$ cat src/verilog/lpcal_pkg.sv
// Purpose: constants and types for the low-power calibration sequencer
// Assumes: one clock, the sample clock, drives the block
// Notes:   interval figures are in sample-clock periods
`default_nettype none
package lpcal_pkg;
  localparam int CNT_W = 41;
  localparam int ADDR_W = 15;
  localparam int DATA_W = 8;
  // register offsets
  localparam logic [ADDR_W-1:0] ADDR_SOFT_TRIG = 15'h006c;
  localparam logic [ADDR_W-1:0] ADDR_LP_CTRL = 15'h006e;
  localparam logic [ADDR_W-1:0] ADDR_GAIN_TRIM = 15'h007a;
  // reset values
  localparam logic [7:0] RST_SOFT_TRIG = 8'h01;
  localparam logic [7:0] RST_LP_CTRL = 8'h88;
  // field positions
  localparam int SOFT_TRIG_BIT = 0;
  localparam int LOWPWR_ON_BIT = 0;
  localparam int TRIG_SLEEP_BIT = 1;
  localparam int SETTLE_LSB = 3;
  localparam int SLEEP_LSB = 5;
  // intervals in sample-clock periods, the time unit of this block
  localparam logic [CNT_W-1:0] SLEEP_PERIODS [8] = '{
    41'h000_0000_0480, 41'h000_0040_0080, 41'h000_0200_0080, 41'h000_1000_0080,
    41'h000_8000_0080, 41'h004_0000_0080, 41'h020_0000_0080, 41'h100_0000_0080};
  localparam logic [CNT_W-1:0] SETTLE_PERIODS [4] = '{
    41'h000_0000_0480, 41'h000_0200_0080, 41'h000_1000_0080, 41'h000_8000_0080};
  localparam logic [CNT_W-1:0] CNT_ONE = 41'h000_0000_0001;
  localparam logic [CNT_W-1:0] CNT_ZERO = 41'h000_0000_0000;

  typedef enum logic [1:0] {
    LPCAL_IDLE   = 2'b00,
    LPCAL_SLEEP  = 2'b01,
    LPCAL_SETTLE = 2'b10,
    LPCAL_CAL    = 2'b11
  } lpcal_state_t;

  typedef struct packed {
    logic [7:0]       soft_trig;
    logic [7:0]       lp_ctrl;
    logic [7:0]       gain_trim;
  } lpcal_regs_t;

  typedef struct packed {
    lpcal_regs_t      regs;
    lpcal_state_t     state;
    logic [CNT_W-1:0] cnt;
    logic             trig;
    logic             sleep;
    logic             cal_start;
    logic [7:0]       rdata;
  } lpcal_all_t;
endpackage
`default_nettype wire

$ cat src/verilog/lpcal_seq.sv
// Purpose: calibration trigger select and low-power sleep/settle sequencer
// Assumes: register port writes and reads are single-cycle strobes
// Notes:   counters are long; shorten the period parameters for simulation
`timescale 1ns/1ns
`default_nettype none
module lpcal_seq
  import lpcal_pkg::*;
#(
  parameter logic [CNT_W-1:0] SLEEP_CYCLES [8] = SLEEP_PERIODS,
  parameter logic [CNT_W-1:0] SETTLE_CYCLES [4] = SETTLE_PERIODS
) (
  input  wire logic              clock_in,
  input  wire logic              rst_n_in,
  input  wire logic              reg_wr_en_in,
  input  wire logic              reg_rd_en_in,
  input  wire logic [ADDR_W-1:0] reg_addr_in,
  input  wire logic [7:0]        reg_wdata_in,
  input  wire logic              cal_trigger_pin_in,
  input  wire logic              trigger_source_select_in,
  input  wire logic              background_cal_enable_in,
  input  wire logic [7:0]        fuse_gain_trim_in,
  input  wire logic              cal_done_in,
  output logic      [7:0]        reg_rdata_out,
  output logic                   cal_trigger_out,
  output logic                   core_sleep_out,
  output logic                   cal_start_out,
  output logic      [7:0]        gain_trim_out
);

  // elaboration checks: counter width, and no zero interval that would wrap on load
  if (CNT_W < 41) begin : g_cnt_width
    $error("interval counter too narrow");
  end
  for (genvar i = 0; i < 8; i++) begin : g_sleep_chk
    if (SLEEP_CYCLES[i] == CNT_ZERO) begin : g_sleep_zero
      $error("sleep interval of zero cannot be loaded");
    end
  end
  for (genvar j = 0; j < 4; j++) begin : g_settle_chk
    if (SETTLE_CYCLES[j] == CNT_ZERO) begin : g_settle_zero
      $error("settle interval of zero cannot be loaded");
    end
  end

  lpcal_all_t st_reg;
  lpcal_all_t st_next;
  logic       lp_active;
  logic       wake_now;
  logic [2:0] sleep_code;
  logic [1:0] settle_code;

  //////////////////////////////////////////////////////////////////////////
  // decode of control fields
  assign sleep_code  = st_reg.regs.lp_ctrl[SLEEP_LSB +: 3];
  assign settle_code = st_reg.regs.lp_ctrl[SETTLE_LSB +: 2];
  assign lp_active   = st_reg.regs.lp_ctrl[LOWPWR_ON_BIT] & background_cal_enable_in;
  // wake on low trigger in triggered mode, else on count expiry
  assign wake_now = st_reg.regs.lp_ctrl[TRIG_SLEEP_BIT] ? ~st_reg.trig
                                                        : (st_reg.cnt == CNT_ZERO);

  //////////////////////////////////////////////////////////////////////////
  // next-state logic
  always_comb begin
    st_next = st_reg;
    st_next.cal_start = 1'b0;
    // register writes
    if (reg_wr_en_in) begin
      unique case (reg_addr_in)
        ADDR_SOFT_TRIG: st_next.regs.soft_trig = reg_wdata_in;
        ADDR_LP_CTRL:   st_next.regs.lp_ctrl = reg_wdata_in;
        ADDR_GAIN_TRIM: st_next.regs.gain_trim = reg_wdata_in;
        default:        st_next.regs = st_reg.regs;
      endcase
    end
    // register reads, unmapped reads as zero
    if (reg_rd_en_in) begin
      unique case (reg_addr_in)
        ADDR_SOFT_TRIG: st_next.rdata = st_reg.regs.soft_trig;
        ADDR_LP_CTRL:   st_next.rdata = st_reg.regs.lp_ctrl;
        ADDR_GAIN_TRIM: st_next.rdata = st_reg.regs.gain_trim;
        default:        st_next.rdata = 8'h00;
      endcase
    end
    // trigger source select
    st_next.trig = trigger_source_select_in ? cal_trigger_pin_in
                                            : st_reg.regs.soft_trig[SOFT_TRIG_BIT];
    // sequencer
    if (st_reg.cnt != CNT_ZERO) begin
      st_next.cnt = st_reg.cnt - CNT_ONE;
    end
    if (!lp_active) begin
      st_next.state = LPCAL_IDLE;
      st_next.sleep = 1'b0;
      st_next.cnt = CNT_ZERO;
    end else begin
      unique case (st_reg.state)
        LPCAL_IDLE, LPCAL_CAL: begin
          if (st_reg.state == LPCAL_IDLE || cal_done_in) begin
            st_next.state = LPCAL_SLEEP;
            st_next.sleep = 1'b1;
            st_next.cnt = SLEEP_CYCLES[sleep_code] - CNT_ONE;
          end
        end
        LPCAL_SLEEP: begin
          if (wake_now) begin
            st_next.state = LPCAL_SETTLE;
            st_next.sleep = 1'b0;
            st_next.cnt = SETTLE_CYCLES[settle_code] - CNT_ONE;
          end
        end
        LPCAL_SETTLE: begin
          if (st_reg.cnt == CNT_ZERO) begin
            st_next.state = LPCAL_CAL;
            st_next.cal_start = 1'b1;
          end
        end
      endcase
    end
    // synchronous reset, gain trim from fuse
    if (!rst_n_in) begin
      st_next = '0;
      st_next.state = LPCAL_IDLE;
      st_next.regs.soft_trig = RST_SOFT_TRIG;
      st_next.regs.lp_ctrl = RST_LP_CTRL;
      st_next.regs.gain_trim = fuse_gain_trim_in;
    end
  end

  //////////////////////////////////////////////////////////////////////////
  // state register
  always_ff @(posedge clock_in) begin
    st_reg <= st_next;
  end

  //////////////////////////////////////////////////////////////////////////
  // outputs straight from flops
  assign reg_rdata_out   = st_reg.rdata;
  assign cal_trigger_out = st_reg.trig;
  assign core_sleep_out  = st_reg.sleep;
  assign cal_start_out   = st_reg.cal_start;
  assign gain_trim_out   = st_reg.regs.gain_trim;
endmodule
`default_nettype wire

$ cat config.mk
export PLATFORM = sky130hd
export DESIGN_NAME = lpcal_seq
export DESIGN_NICKNAME = d
export VERILOG_FILES = /design/src/verilog/lpcal_pkg.sv /design/src/verilog/lpcal_seq.sv
export SDC_FILE = /design/constraint.sdc
export NUM_CORES = 1
export LEC_CHECK = 0
export ABC_AREA = 1
export ABC_CLOCK_PERIOD_IN_PS = 5450
export BUFFER_PORTS_ARGS = -buffer_cell sky130_fd_sc_hd__buf_2
export CAP_MARGIN = 20
export CORE_ASPECT_RATIO = 1.5
export CORE_UTILIZATION = 60
export DETAILED_ROUTE_END_ITERATION = 7
export MAX_ROUTING_LAYER = met4
export PLACE_DENSITY = 0.92
export SYNTH_ARGS = -nofsm -noshare
export SYNTH_HDL_FRONTEND = slang
export SYNTH_SLANG_ARGS = --single-unit
$ cat constraint.sdc
create_clock -name clock_in -period 5.45 [get_ports clock_in]
set_input_delay 0.8175 -clock clock_in [delete_from_list [all_inputs] [get_ports clock_in]]
set_output_delay 0.8175 -clock clock_in [all_outputs]
set_load 0.03 [all_outputs]
# --- Word level (Yosys, flattened, before mapping) ---
# Memories as Yosys holds them, arrays and structs flattened.
# Cells that the tools add are included.
# Widths: inputs -> output; s select.
totals:
  regBits: 78
  romBits: 328
  inputBits: 39
  out_inout_bits: 19
  word_cells: 69
  n_memories: 1
memory_table:
  columns: ["name", "words", "width", "rd", "rd_clocked_by_memory_dff", "wr", "line_no", "source"]
  rows:
  - ["(name not given)", 8, 41, 1, 0, 0, "lpcal_seq.sv:101", "st_next.cnt = SLEEP_CYCLES[sleep_code] - CNT_ONE;"]
op_classes:
  addsub: 3
  magnitude_cmp: 2
  eq_ne: 11
  n_mux: 26
  n_bitwise: 4
  reduce_logical: 13
ops:
  columns: ["cell", "n"]
  rows:
  - ["$mux 41", 5]
  - ["$mux 43", 3]
  - ["$sub 41x1->41 const B", 3]
  - ["$bmux 41 s2", 1]
  - ["$pmux 41 s2", 1]
  - ["$mux 62", 1]
  - ["$eq 15x7->1 const B", 3]
  - ["$logic_not 41->1", 1]
  - ["$reduce_bool 41->1", 1]
  - ["$mux 8", 3]
  - ["$pmux 8 s3", 1]
  - ["$reduce_and 3->1", 3]
  - ["$mux 1", 8]
  - ["$reduce_and 2->1", 4]
  - ["$ne 2x2->1 const B", 3]
  - ["$pmux 2 s3", 1]
  - ["$eq 2x2->1 const B", 2]
  - ["$ge 4x4->1 const B", 1]
  - ["$ne 2x1->1 const B", 2]
  - ["$not 3->4", 1]
  - ["$ge 3x3->1 const B", 1]
  - ["$not 2->3", 1]
  - ["$eq 2x1->1 const B", 1]
  - ["$logic_not 2->1", 1]
  - ["other kinds (7)", 7]

# --- Longest topological paths before layout ---
# Gate-level depths: netlist of run 1.
depth:
  word_depth: 9
  depth_mapped: 14
  depth_no_buf: 14

# --- Worst setup path after synthesis of run 1 ---
# Ideal clock, no wire load.
synth_timing:
  path_type: "input-to-reg"
  from: "input reg_addr_in[9]"
  to: "register st_reg (netlist bit gain_trim_out[0]) (enable)"
  setup_ps: 384
  arrival_time_ps: 2245
  t_required_ps: 5066
  setup_slack_ps: 2821
  path_stages: 6
  cell_sequence: "nor2_1 nand2_1 nor4_4 buf_2 nand2_1 o21ai_0"
synth_via:
  elab_chain_cells: 3
synth_rtl:
  columns: ["element", "line_no", "source"]
  rows:
  - ["start: declaration", "lpcal_seq.sv:16", "input wire logic [ADDR_W-1:0] reg_addr_in,"]
  - ["$eq 15x7->1", "lpcal_seq.sv:68", "unique case (reg_addr_in)"]
  - ["$ne 2x1->1 (no line)", null, null]
  - ["$reduce_and 2->1 (no line)", null, null]
  - ["end signal: assignment", "lpcal_seq.sv:132", "st_reg <= st_next;"]
  - ["end: declaration", "lpcal_seq.sv:45", "lpcal_all_t st_reg;"]
# No other way between the ends.
# A chain may end at the register's enable or synchronous reset.

# --- Worst setup path in the final report of run 1 ---
layout_timing:
  from: "input reg_addr_in[7]"
  to: "register st_reg[64] (netlist name)"
layout_via:
  elab_chain_cells: 2
layout_rtl:
  columns: ["element", "line_no"]
  rows:
  - ["$eq 15x7->1", "lpcal_seq.sv:68"]
  - ["$reduce_and 2->1 (no line)", null]
# No other way between the ends.

==> results.ini, run 1 <==
[sta]
timing.final.crit_period_ns=2.35
skew_ns=0.00692
worstMarginPinSlew_ns=0.840
finalHoldViolations=0
rsz0062_at_grt=no
timing.setup.tns_ns=0
maxSlewHeadroom_pct=43.9
final.period_utilization_pct=43.0
timing.fmax_mhz=426
setup_viol=0
final.setup.worst_slack_ns=3.10
slew_viol_final=0

[synthesis]
synth_seq_area_share_pct=34.9
post_synth_instance_area_um2=4700
post_synth_num_cell_types=39
synth_area_per_cell_um2=6.84
synth.yosys.warnings=0
synth_nets=731
syn-instance-count=687
synth-seq-cells=78

[critical_path]
crit_required_ns=5.72
start_kind=input port
worst_r2r_path_depth=9
worst-path-stages=8
crit_buf_inv=2
path_cells=buf_2 > nor2_1 > nand3b_1 > nor3_2 > nand3_1 > inv_1 > nand2_1 > a21oi_1
worst-setup-path-type=input port to flop
crit_path_end_kind=flop
rr_startpoint=st_reg[52]
worstPathMaxFanout=11
cp_data_arrival_time_ns=2.62
critical-path-max-stage-delay_ns=0.47
timing.rr.end=st_reg[50]
slowest_stage=sky130_fd_sc_hd__nor3_2
largest_delay_contributor_family_on_the_critical_path=simple AND/OR/NAND/NOR gates
ff2ff_setup_slack_ns=3.19

[place]
globalplace.congestion=1.04
dp_worst_slack_ns=2.37
hpwl_um=9560
placed_cells_incl_taps=815
placedInstanceArea_um2=4910
placement.io_buffers=57

[routing]
avgRoutedWirePerCell_um=14.9
detail_route.vias_per_cell=5.62
num_vias=4676
postRouteWirelength_um=12400
route.detailed.drc=0
drt-initial-drc-count=305
detailed_routing_iteration_count_for_the_pre_antenna_repair_pass=5
antenna_left=0

[cts]
postCtsSetupBuffers=0
cts_tree=built
insertion_delay_ns=0.35
clock-sinks=78
total_clock_buffers_created_by_cts=9
cts-root-buf=sky130_fd_sc_hd__clkbuf_16
post_cts_resized=0
cts_max_path_buffers=2
clkTransAtPathRegs_ns=0.07
postCtsHoldBufs=0
h-tree-depth=3

[layout]
largest_register_ff_count=54
fraction_of_final_layout_cells_with_drive_strength_greater_than_1_pct=16.8
finish.cell_count_without_fillers=832
antenna-diode-count=0
layout.core_utilization_pct=68.6
fin_nets=769
final_area_um2=5220
flow.area_growth_from_synthesis_pct=11.1

[floorplan]
die_area_um2=8200
core_region_area_um2=7610
vertical_die_dimension_um=110
initial_core_util_pct=61.7
fp-row-count=39
io-pin-count=58
chipWidth_um=74.3

[pwr]
switchingPower_uw=301
pint_uw=965
switching_share_pct=23.8
ir_worst_vdd_v=0.000216
power.density_nw_per_um2=242
clockPowerShare_pct=49.0
power.combinational.fraction_pct=4.4
leakage_nw=2.58
seq_power_share_pct=46.7

[global_routing]
grt_usage_pct=34.3
grt_start_max_net_pins=32
grt_pass1_wl_um=20300
total_congestion_overflow_after_global_routing=0
grt_antenna_before_repair=0
grt_pass1_vias=4562

[hold_path]
worst_hold_path.num_cells=2
hp-class=flop to flop
hold_path_end=reg_rdata_out[1]
min_from=reg_rdata_out[1]

[run_status]
outcome=completed

[job]
drv.max_cap_violation_count=0

## how the worst max path moves through the flow
stage	slack (ns)	start	to
floorplan	2.82	reg_addr_in[9]	gain_trim_out[0]
global placement	2.53	reg_addr_in[7]	gain_trim_out[2]
detailed placement	2.37	reg_addr_in[7]	gain_trim_out[2]
CTS	2.73	reg_addr_in[7]	gain_trim_out[5]
global route	2.88	reg_addr_in[7]	gain_trim_out[7]
finish	3.10	reg_addr_in[7]	st_reg[64]
## layer usage
| metal | track usage, % | share of wire [%] |
|---|---|---|
| met2 | 59.7 | 52 |
| met5 | - | 0 |
| met4 | 28.6 | 8.7 |
| met1 | 31.8 | 35 |
| met3 | 6.55 | 4.6 |
## Yosys cell counts (all sizes together)
master,count,area [µm²]
a21o,2,15.0
a21oi,37,189
a31oi,1,6.26
and2,2,12.5
buf,25,181
clkbuf,7,26.3
clkinv,1,3.75
dfxtp,70,1400
edfxtp,8,240
ha,5,62.6
inv,60,225
nand2,155,607
nand2b,1,6.26
nand3,88,478
nand3b,1,7.51
nand4,10,62.6
nor2,131,573
nor3,21,135
nor4,2,33.8
o211ai,3,22.5
o21a,1,7.51
o21ai,21,105
o22ai,1,6.26
or2,3,18.8
xnor2,9,78.8
xor2,22,193
## area by class of cell
| class | instances | area, µm² |
|---|---|---|
| Timing Repair Buffer | 59 | 298 |
| Clock inverter | 7 | 80.1 |
| Clock buffer | 9 | 225 |
| Sequential cell | 78 | 1640 |
| Fill cell | 667 | 2390 |
| Multi-Input combinational cell | 516 | 2620 |
| Tap cell | 102 | 128 |
| Inverter | 61 | 229 |
## worst min-delay path, cell delays in order (launching register included)
cell and delay (ns):
sky130_fd_sc_hd__dfxtp_1 0.31, sky130_fd_sc_hd__nand2_1 0.06, sky130_fd_sc_hd__a21oi_1 0.05
## stage by stage
stage          total power, mW  hold slack, ns
3_5_place_dp             0.657           0.456
6_report                  1.27           0.465
3_3_place_gp             0.655           0.452
4_1_cts                   1.27           0.466
2_1_floorplan            0.637           0.445
5_1_grt                   1.29           0.490
## power by group through the flow
| stage | logic (mW) | registers (mW) | clock network [mW] |
|---|---|---|---|
| 5_1_grt | 0.0591 | 0.591 | 0.644 |
| 6_report | 0.0554 | 0.591 | 0.620 |
| 4_1_cts | 0.0543 | 0.590 | 0.621 |
| 2_1_floorplan | 0.0340 | 0.603 | 0 |
| 3_5_place_dp | 0.0539 | 0.603 | 0 |
| 3_3_place_gp | 0.0519 | 0.603 | 0 |
## cell usage in the layout, fill, tap and decap left out, types with 20 or more instances in the layout
cell and instances:
sky130_fd_sc_hd__nand2_1 149, sky130_fd_sc_hd__nor2_1 108, sky130_fd_sc_hd__nand3_1 85, sky130_fd_sc_hd__dfxtp_1 70, sky130_fd_sc_hd__buf_2 58, sky130_fd_sc_hd__inv_1 56, sky130_fd_sc_hd__a21oi_1 36, sky130_fd_sc_hd__xor2_1 22
sky130_fd_sc_hd__o21ai_0 21, sky130_fd_sc_hd__nor2_2 20
## logic make-up after synthesis
logic type | count (synthesis) | share of synthesized area (%)
DFF | 78 | 34.9
buffers and inverters | 93 | 9.29
xor gates and xnor gates | 31 | 5.78
AOI/OAI and AO/OA | 66 | 7.48
and+or+nand+nor | 414 | 41.2
adders and majority gates | 5 | 1.33
Power figures use the tool's default switching activity.
==> run 2, diff against run 1 <==
==> config.mk (replaced) <==
export PLATFORM = sky130hd
export DESIGN_NAME = lpcal_seq
export DESIGN_NICKNAME = d
export VERILOG_FILES = /design/src/verilog/lpcal_pkg.sv /design/src/verilog/lpcal_seq.sv
export SDC_FILE = /design/constraint.sdc
export NUM_CORES = 1
export LEC_CHECK = 0
export ABC_AREA = 0
export ABC_CLOCK_PERIOD_IN_PS = 2100
export BUFFER_PORTS_ARGS = -buffer_cell sky130_fd_sc_hd__buf_2
export CAP_MARGIN = 20
export CORE_ASPECT_RATIO = 1.5
export CORE_UTILIZATION = 52
export DETAILED_ROUTE_END_ITERATION = 7
export MAX_ROUTING_LAYER = met4
export PLACE_DENSITY = 0.86
export SYNTH_ARGS = -nofsm -noshare
export SYNTH_HDL_FRONTEND = slang
export SYNTH_SLANG_ARGS = --single-unit
==> constraint.sdc (replaced) <==
create_clock -name clock_in -period 2.1 [get_ports clock_in]
set_input_delay 0.315 -clock clock_in [delete_from_list [all_inputs] [get_ports clock_in]]
set_output_delay 0.315 -clock clock_in [all_outputs]
set_load 0.03 [all_outputs]
==> run 2 against run 1 <==
  * The run now ends with negative setup slack left
  * Setup slack got worse by 3.3 ns
  * Clock skew increased by 0.0029 ns
  * Sequential share of layout area decreased by 1.6 points
  * Sequential power increased to 2.6 times the previous value
  * Worst hold slack got worse by 0.25 ns
  * Largest cell class unchanged
  * Largest power group is now registers
  * Highest routed layer unchanged
==> results.ini, run 2 <==
[pwr]
switching_share_pct=24.7  ; +0.87 points
pint_mw=2.42  ; +150%
ir_worst_vdd_v=0.000710  ; +230%
clockPowerShare_pct=46.3  ; -2.7 points
switchingPower_uw=790  ; +160%
leakage_nw=2.40  ; -6.8%
seq_power_share_pct=48.1  ; +1.4 points
power.density_nw_per_um2=580  ; +140%
power.combinational.fraction_pct=5.5  ; +1.1 points

[synthesis]
asyncSetResetFlopFracSynth_pct=0  ; unchanged
most_used_standard_cell_by_instance_count_after_synthesis=sky130_fd_sc_hd__dfxtp_1
synth-edff-count=8  ; unchanged
syn-instance-count=451  ; -34%
post_synth_instance_area_um2=4130  ; -12%
synth_nets=495  ; -32%
synth_common_cells=70 x sky130_fd_sc_hd__dfxtp_1, 43 x sky130_fd_sc_hd__nor2_1, 35 x sky130_fd_sc_hd__nand2_1, 25 x sky130_fd_sc_hd__mux2i_1
synth_seq_area_share_pct=39.8  ; +4.8 points
synthDominantAreaCellType=sky130_fd_sc_hd__dfxtp_1
synth_top_cells_by_area=sky130_fd_sc_hd__dfxtp_1 34%, sky130_fd_sc_hd__mux2i_1 6.1%, sky130_fd_sc_hd__edfxtp_1 5.8%, sky130_fd_sc_hd__xnor2_1 4.7%, sky130_fd_sc_hd__nor2_1 3.9%
synth_top_area_share_pct=33.9  ; +4.1 points
synth.yosys.warnings=0  ; unchanged
post_synth_num_cell_types=61  ; +56%
synth-seq-cells=78  ; unchanged
synth_area_per_cell_um2=9.16  ; +34%
synthFlopType=sky130_fd_sc_hd__dfxtp_1

[global_routing]
grt_start_max_net_pins=35  ; +9.4%
gr-max-usage-layer=met2
globalRouteMet3Util_pct=6.36  ; -0.18 points
total_congestion_overflow_after_global_routing=0  ; unchanged
grt_usage_pct=30.4  ; -3.9 points
grt_pass1_vias=4179  ; -8.4%
grt_antenna_before_repair=0  ; unchanged
grt_pass1_wl_um=18700  ; -7.7%
gr-usage-met2_pct=52.7  ; -7.1 points
grt.met1_usage_pct=29.7  ; -2.0 points

[routing]
drt-initial-drc-count=332  ; +8.9%
postRouteWirelength_um=11800  ; -5.0%
route.detailed.drc=0  ; unchanged
detailed_routing_iteration_count_for_the_pre_antenna_repair_pass=4  ; -1
antenna_left=0  ; unchanged
avgRoutedWirePerCell_um=17.6  ; +18%
num_vias=3883  ; -17%
detail_route.vias_per_cell=5.81  ; +3.4%

[critical_path]
slowest_stage=sky130_fd_sc_hd__or3_4
crit_path_end_kind=flop
cp_data_arrival_time_ns=2.56  ; -0.06 ns
worstPathMaxFanout=7  ; -4
critical-path-max-stage-delay_ns=0.43  ; -0.04 ns
worst-setup-path-type=flop to flop
crit_required_ns=2.37  ; -3.35 ns
path_cells=nor4_4 > nand4_2 > or3_4 > o21ai_0 > buf_4 > xnor2_1 > nand2_1 > a21oi_1
start_kind=flop

[sta]
timing.fmax_mhz=437
final.period_utilization_pct=109
maxSlewHeadroom_pct=63.9  ; +20 points
slew_viol_final=0  ; unchanged
rsz0062_at_grt=yes
worstMarginPinSlew_ns=0.534  ; -0.306 ns
timing.setup.tns_ns=-3.20  ; -3.20 ns
setup_viol=43  ; +43
finalHoldViolations=0  ; unchanged
skew_ns=0.00987  ; +0.00294 ns
final.setup.worst_slack_ns=-0.188  ; -3.29 ns
timing.final.crit_period_ns=2.29

[cts]
cts_tree=built
cts_max_path_buffers=2  ; unchanged
postCtsHoldBufs=0  ; unchanged
total_clock_buffers_created_by_cts=9  ; unchanged
h-tree-depth=3  ; unchanged
clock-sinks=78  ; unchanged
cts-root-buf=sky130_fd_sc_hd__clkbuf_16
insertion_delay_ns=0.35  ; about the same
clkTransAtPathRegs_ns=0.06  ; about the same

[job]
drv.max_cap_violation_count=0  ; unchanged

[place]
hpwl_um=8070  ; -16%
placement.io_buffers=57  ; unchanged
placedInstanceArea_um2=4910  ; about the same
placed_cells_incl_taps=646  ; -21%
globalplace.congestion=0.975  ; -6.3%

[layout]
largest_register_ff_count=54  ; unchanged
finish.cell_count_without_fillers=668  ; -20%
final_area_um2=5530  ; +5.8%
antenna-diode-count=0  ; unchanged
flow.area_growth_from_synthesis_pct=33.8
mostFrequentLayoutCells=69 x sky130_fd_sc_hd__buf_4, 64 x sky130_fd_sc_hd__dfxtp_1, 57 x sky130_fd_sc_hd__buf_2
fraction_of_final_layout_cells_with_drive_strength_greater_than_1_pct=38.2  ; +21 points
layout.cells.most_common=sky130_fd_sc_hd__buf_4
fin_nets=605  ; -21%
layout.core_utilization_pct=72.1  ; +3.5 points

[floorplan]
io-pin-count=58  ; unchanged
vertical_die_dimension_um=111  ; +0.69%
core_region_area_um2=7660  ; +0.64%
die_area_um2=8310  ; +1.4%
initial_core_util_pct=53.9  ; -7.8 points
fp-row-count=39  ; unchanged
chipWidth_um=74.8  ; +0.68%

[run_status]
failed_checks=negative setup slack
outcome=finished, violations left

[hold_path]
hp-class=input port to flop

[run 2: cell count changes after synthesis, sizes merged, moves of 13 or more]
cell   before  now
xnor2       9   22
a21oi      37   11
mux2i       0   25
nand3      88   15
nor2      131   45
nand2     155   36
inv        60   10
nor2b       0   15
[run 2: layer usage]
layer / wire length [µm] / vias up
li1: - / 1806
met1: 4180 / 1872
met2: 6530 / 157
met3: 481 / 48
met4: 569 / 0
met5: 0 / -
[run 2: cell families (layout without fill, tap and decap cells)]
logic type | after synthesis | after routing | synth area share, %
AOI/OAI and AO/OA | 66 | 66 | 12.2
xor gates and xnor gates | 35 | 35 | 7.42
adders and majority gates | 5 | 5 | 1.52
buffers and inverters | 46 | 161 | 6.15
DFF | 78 | 78 | 39.8
muxes | 33 | 33 | 8.24
and+or+nand+nor | 188 | 188 | 24.8
[run 2: repair_timing]
item                       in CTS  in global routing
setup buffers                   4                  3
setup endpoints to repair      40                 44
pin swaps                       8                 30
gates resized for setup        25                 39
[run 2: metrics by stage]
stage / power, mW / setup slack (ns) / hold slack (ns)
after detailed placement: 1.75 / -0.207 / 0.471
after floorplan: 1.70 / -0.0655 / 0.440
after CTS: 3.22 / -0.0607 / 0.210
after global routing: 3.30 / -0.268 / 0.225
final: 3.21 / -0.188 / 0.219
after global placement: 1.74 / -0.114 / 0.461
[run 2: critical path: cells and delay by family, from the launching register on]
kind / cells / cell delay [ns]
xor gates and xnor gates: 1 / 0.11
AOI/OAI and AO/OA: 2 / 0.47
and+or+nand+nor: 4 / 1.10
DFF: 1 / 0.36
buffers and inverters: 1 / 0.17
[run 2: final timing paths]
kind	start	to	slack, ns	cells after the start
min	reg_wdata_in[3]	settle_code[0]	0.22	3
max	st_reg[34]	st_reg[14]	-0.19	8
max reg2reg	st_reg[34]	st_reg[14]	-0.19	8
min reg2reg	st_reg[18]	st_reg[18]	0.48	2
[run 2: area by class of cell]
class                           count  area, µm²
Multi-Input combinational cell    327       2500
Fill cell                         488       2130
Sequential cell                    78       1650
Timing Repair Buffer              135        926
Clock buffer                        9        225
Tap cell                          102        128
Clock inverter                      7       58.8
Inverter                           10       37.5
[run 2: power by group through the flow]
stage | combinational, mW | sequential [mW] | clock (mW)
after floorplan | 0.130 | 1.57 | 0
after global routing | 0.188 | 1.54 | 1.56
final | 0.177 | 1.54 | 1.49
after detailed placement | 0.176 | 1.58 | 0
after CTS | 0.177 | 1.54 | 1.50
after global placement | 0.171 | 1.57 | 0
==> run 3, diff against run 2 <==
--- a/config.mk
+++ b/config.mk
@@ -6,14 +6,14 @@
 export NUM_CORES = 1
 export LEC_CHECK = 0
 export ABC_AREA = 0
-export ABC_CLOCK_PERIOD_IN_PS = 2100
+export ABC_CLOCK_PERIOD_IN_PS = 2600
 export BUFFER_PORTS_ARGS = -buffer_cell sky130_fd_sc_hd__buf_2
 export CAP_MARGIN = 20
 export CORE_ASPECT_RATIO = 1.5
-export CORE_UTILIZATION = 52
+export CORE_UTILIZATION = 57
 export DETAILED_ROUTE_END_ITERATION = 7
 export MAX_ROUTING_LAYER = met4
-export PLACE_DENSITY = 0.86
+export PLACE_DENSITY = 0.89
 export SYNTH_ARGS = -nofsm -noshare
 export SYNTH_HDL_FRONTEND = slang
 export SYNTH_SLANG_ARGS = --single-unit
==> constraint.sdc (replaced) <==
create_clock -name clock_in -period 2.6 [get_ports clock_in]
set_input_delay 0.39 -clock clock_in [delete_from_list [all_inputs] [get_ports clock_in]]
set_output_delay 0.39 -clock clock_in [all_outputs]
set_load 0.03 [all_outputs]
==> run 3 against run 2 <==
  * The run now ends clean
  * Worst hold slack gained 0.056 ns
  * Non-clock buffer count down 63
  * Flip-flop and latch count is the same
  * Combinational power decreased by 20%
  * First-iteration DRC count is 17% lower
  * Sequential share of layout area grew 5.5 points
  * Cell count decreased by 13%
  * Power shrank 25%
  * Critical path type unchanged
==> results.ini, run 3 (same netlist as run 2, synthesis figures left out) <==
[place]
placed_cells_incl_taps=565  ; -13%
globalplace.congestion=0.896  ; -8.1%
placement.io_buffers=57  ; unchanged
hpwl_um=6910  ; -14%

[run_status]
outcome=completed

[critical_path]
crit_path_end_kind=flop
path_cells=nor4_4 > nand4_1 > or3_1 > or3_1 > nor3_2 > a21oi_1 > a221oi_2
worstPathMaxFanout=7  ; unchanged
largest_delay_contributor_family_on_the_critical_path=simple AND/OR/NAND/NOR gates
worst-setup-path-type=flop to flop
slowest_stage=sky130_fd_sc_hd__or3_1
cp_data_arrival_time_ns=2.79  ; +0.23 ns
critical-path-max-stage-delay_ns=0.51  ; +0.08 ns
worst_path_most_repeated_cell=sky130_fd_sc_hd__or3_1
start_kind=flop
crit_required_ns=2.87  ; +0.50 ns
crit_buf_inv=0  ; -1

[routing]
route.detailed.drc=0  ; unchanged
wl_met2_um=4990  ; -24%
antenna_left=0  ; unchanged
detail_route.vias_per_cell=5.94  ; +2.2%
drt-initial-drc-count=277  ; -17%
wl_met1_um=3490  ; -16%
postRouteWirelength_um=9230  ; -22%
avgRoutedWirePerCell_um=15.9  ; -9.8%
detailroute.wirelength.met3_um=400  ; -17%
detailed_routing_iteration_count_for_the_pre_antenna_repair_pass=4  ; unchanged
top_signal_layer_used=met4
num_vias=3451  ; -11%

[global_routing]
grt_start_max_net_pins=30  ; -14%
total_congestion_overflow_after_global_routing=0  ; unchanged
grt_antenna_before_repair=0  ; unchanged
grt_usage_pct=26.8  ; -3.5 points
grt_pass1_wl_um=15700  ; -16%
grt_pass1_vias=3544  ; -15%

[layout]
fin_nets=542  ; -10%
antenna-diode-count=0  ; unchanged
largest_register_ff_count=54  ; unchanged
finish.cell_count_without_fillers=581  ; -13%
regArea_um2=1640  ; -0.46%
layout.cells.most_common=sky130_fd_sc_hd__dfxtp_1
multi_input_comb_area_um2=2240  ; -10%
fraction_of_final_layout_cells_with_drive_strength_greater_than_1_pct=22.7  ; -15 points
flow.area_growth_from_synthesis_pct=12.6
layout.filler_cells=541  ; +11%
mostFrequentLayoutCells=70 x sky130_fd_sc_hd__dfxtp_1, 57 x sky130_fd_sc_hd__buf_2, 43 x sky130_fd_sc_hd__nor2_1

[sta]
skew_ns=0.00830  ; -0.00157 ns
setup_viol=0  ; -100%
maxSlewHeadroom_pct=63.0  ; -0.93 points
timing.fmax_mhz=397  ; -9.2%
slew_viol_final=0  ; unchanged
rsz0062_at_grt=yes
final.period_utilization_pct=96.9  ; -12 points
finalHoldViolations=0  ; unchanged
timing.final.crit_period_ns=2.52  ; +0.231 ns
worstMarginPinSlew_ns=0.556  ; +0.0217 ns

[floorplan]
fp-row-count=37  ; -5.1%
die_area_um2=7600  ; -8.6%
initial_core_util_pct=59.5  ; +5.6 points
io-pin-count=58  ; unchanged
vertical_die_dimension_um=106  ; -4.4%
chipWidth_um=71.5  ; -4.4%
core_region_area_um2=6940  ; -9.4%

[pwr]
power.density_nw_per_um2=515  ; -11%
ir_worst_vdd_v=0.000421  ; -41%
total_power_mw=2.39  ; -25%
leakage_nw=1.98  ; -18%

[job]
drv.max_cap_violation_count=0  ; unchanged

[cts]
h-tree-depth=3  ; unchanged
insertion_delay_ns=0.35  ; about the same
total_clock_buffers_created_by_cts=9  ; unchanged
postCtsSetupBuffers=0  ; -4
cts_max_path_buffers=2  ; unchanged
clock-sinks=78  ; unchanged
cts_tree=built
clkTransAtPathRegs_ns=0.09  ; +0.03 ns
cts-root-buf=sky130_fd_sc_hd__clkbuf_8

[hold_path]
hp-class=input port to flop

## run 3: cell count changes in the layout (fill, tap and decap cells not counted), moves of 9 or more
cell | previous run | this run
sky130_fd_sc_hd__buf_4 | 69 | 14
sky130_fd_sc_hd__clkbuf_16 | 9 | 0
sky130_fd_sc_hd__nor3_1 | 13 | 22
sky130_fd_sc_hd__clkbuf_8 | 0 | 9
## run 3: per-stage QoR
step | setup WS, ns | TNS, ns | utilization [%] | cell area (µm²) | hold WS [ns]
6_report | 0.0815 | 0 | 67.0 | 4650 | 0.276
5_1_grt | -0.0156 | -0.0291 | 67.0 | 4650 | 0.270
4_1_cts | 0.106 | 0 | 66.8 | 4640 | 0.270
2_1_floorplan | 0.327 | 0 | - | 4130 | 0.436
3_3_place_gp | 0.221 | 0 | 63.7 | 4420 | 0.450
3_5_place_dp | 0.0553 | 0 | 63.7 | 4420 | 0.459
## run 3: cell type report
type	instances	share of cell area, %
multi-input combinational	327	48.2
clock buffer	9	2.66
clock inverter	7	2.10
sequential	78	35.3
tap	78	2.10
timing repair buffer	72	8.83
inverter	10	0.807
## run 3: timing repair
item                       4_1_cts  5_1_grt
gates resized for setup          0        1
setup endpoints to repair        0        6
hold buffers                     0        0
## run 3: worst paths after layout
kind	endpoint	cells past startpoint	startpoint	slack [ns]
setup / recovery	st_reg[51]	7	st_reg[19]	0.08
hold / removal	st_reg[70]	2	rst_n_in	0.28
setup reg to reg	st_reg[51]	7	st_reg[19]	0.08
hold reg to reg	st_reg[18]	2	st_reg[18]	0.47
## run 3: report_power, final
group / internal, mW / switching [mW]
Combinational: 0.0579 / 0.0832
Sequential: 1.23 / 0.0102
Clock: 0.543 / 0.464
Total: 1.84 / 0.557
## run 3: per-layer routing
layer	vias up	track usage, %
met5	-	-
met4	0	15.0
met3	33	4.45
met2	131	47.8
met1	1609	27.6
li1	1678	-
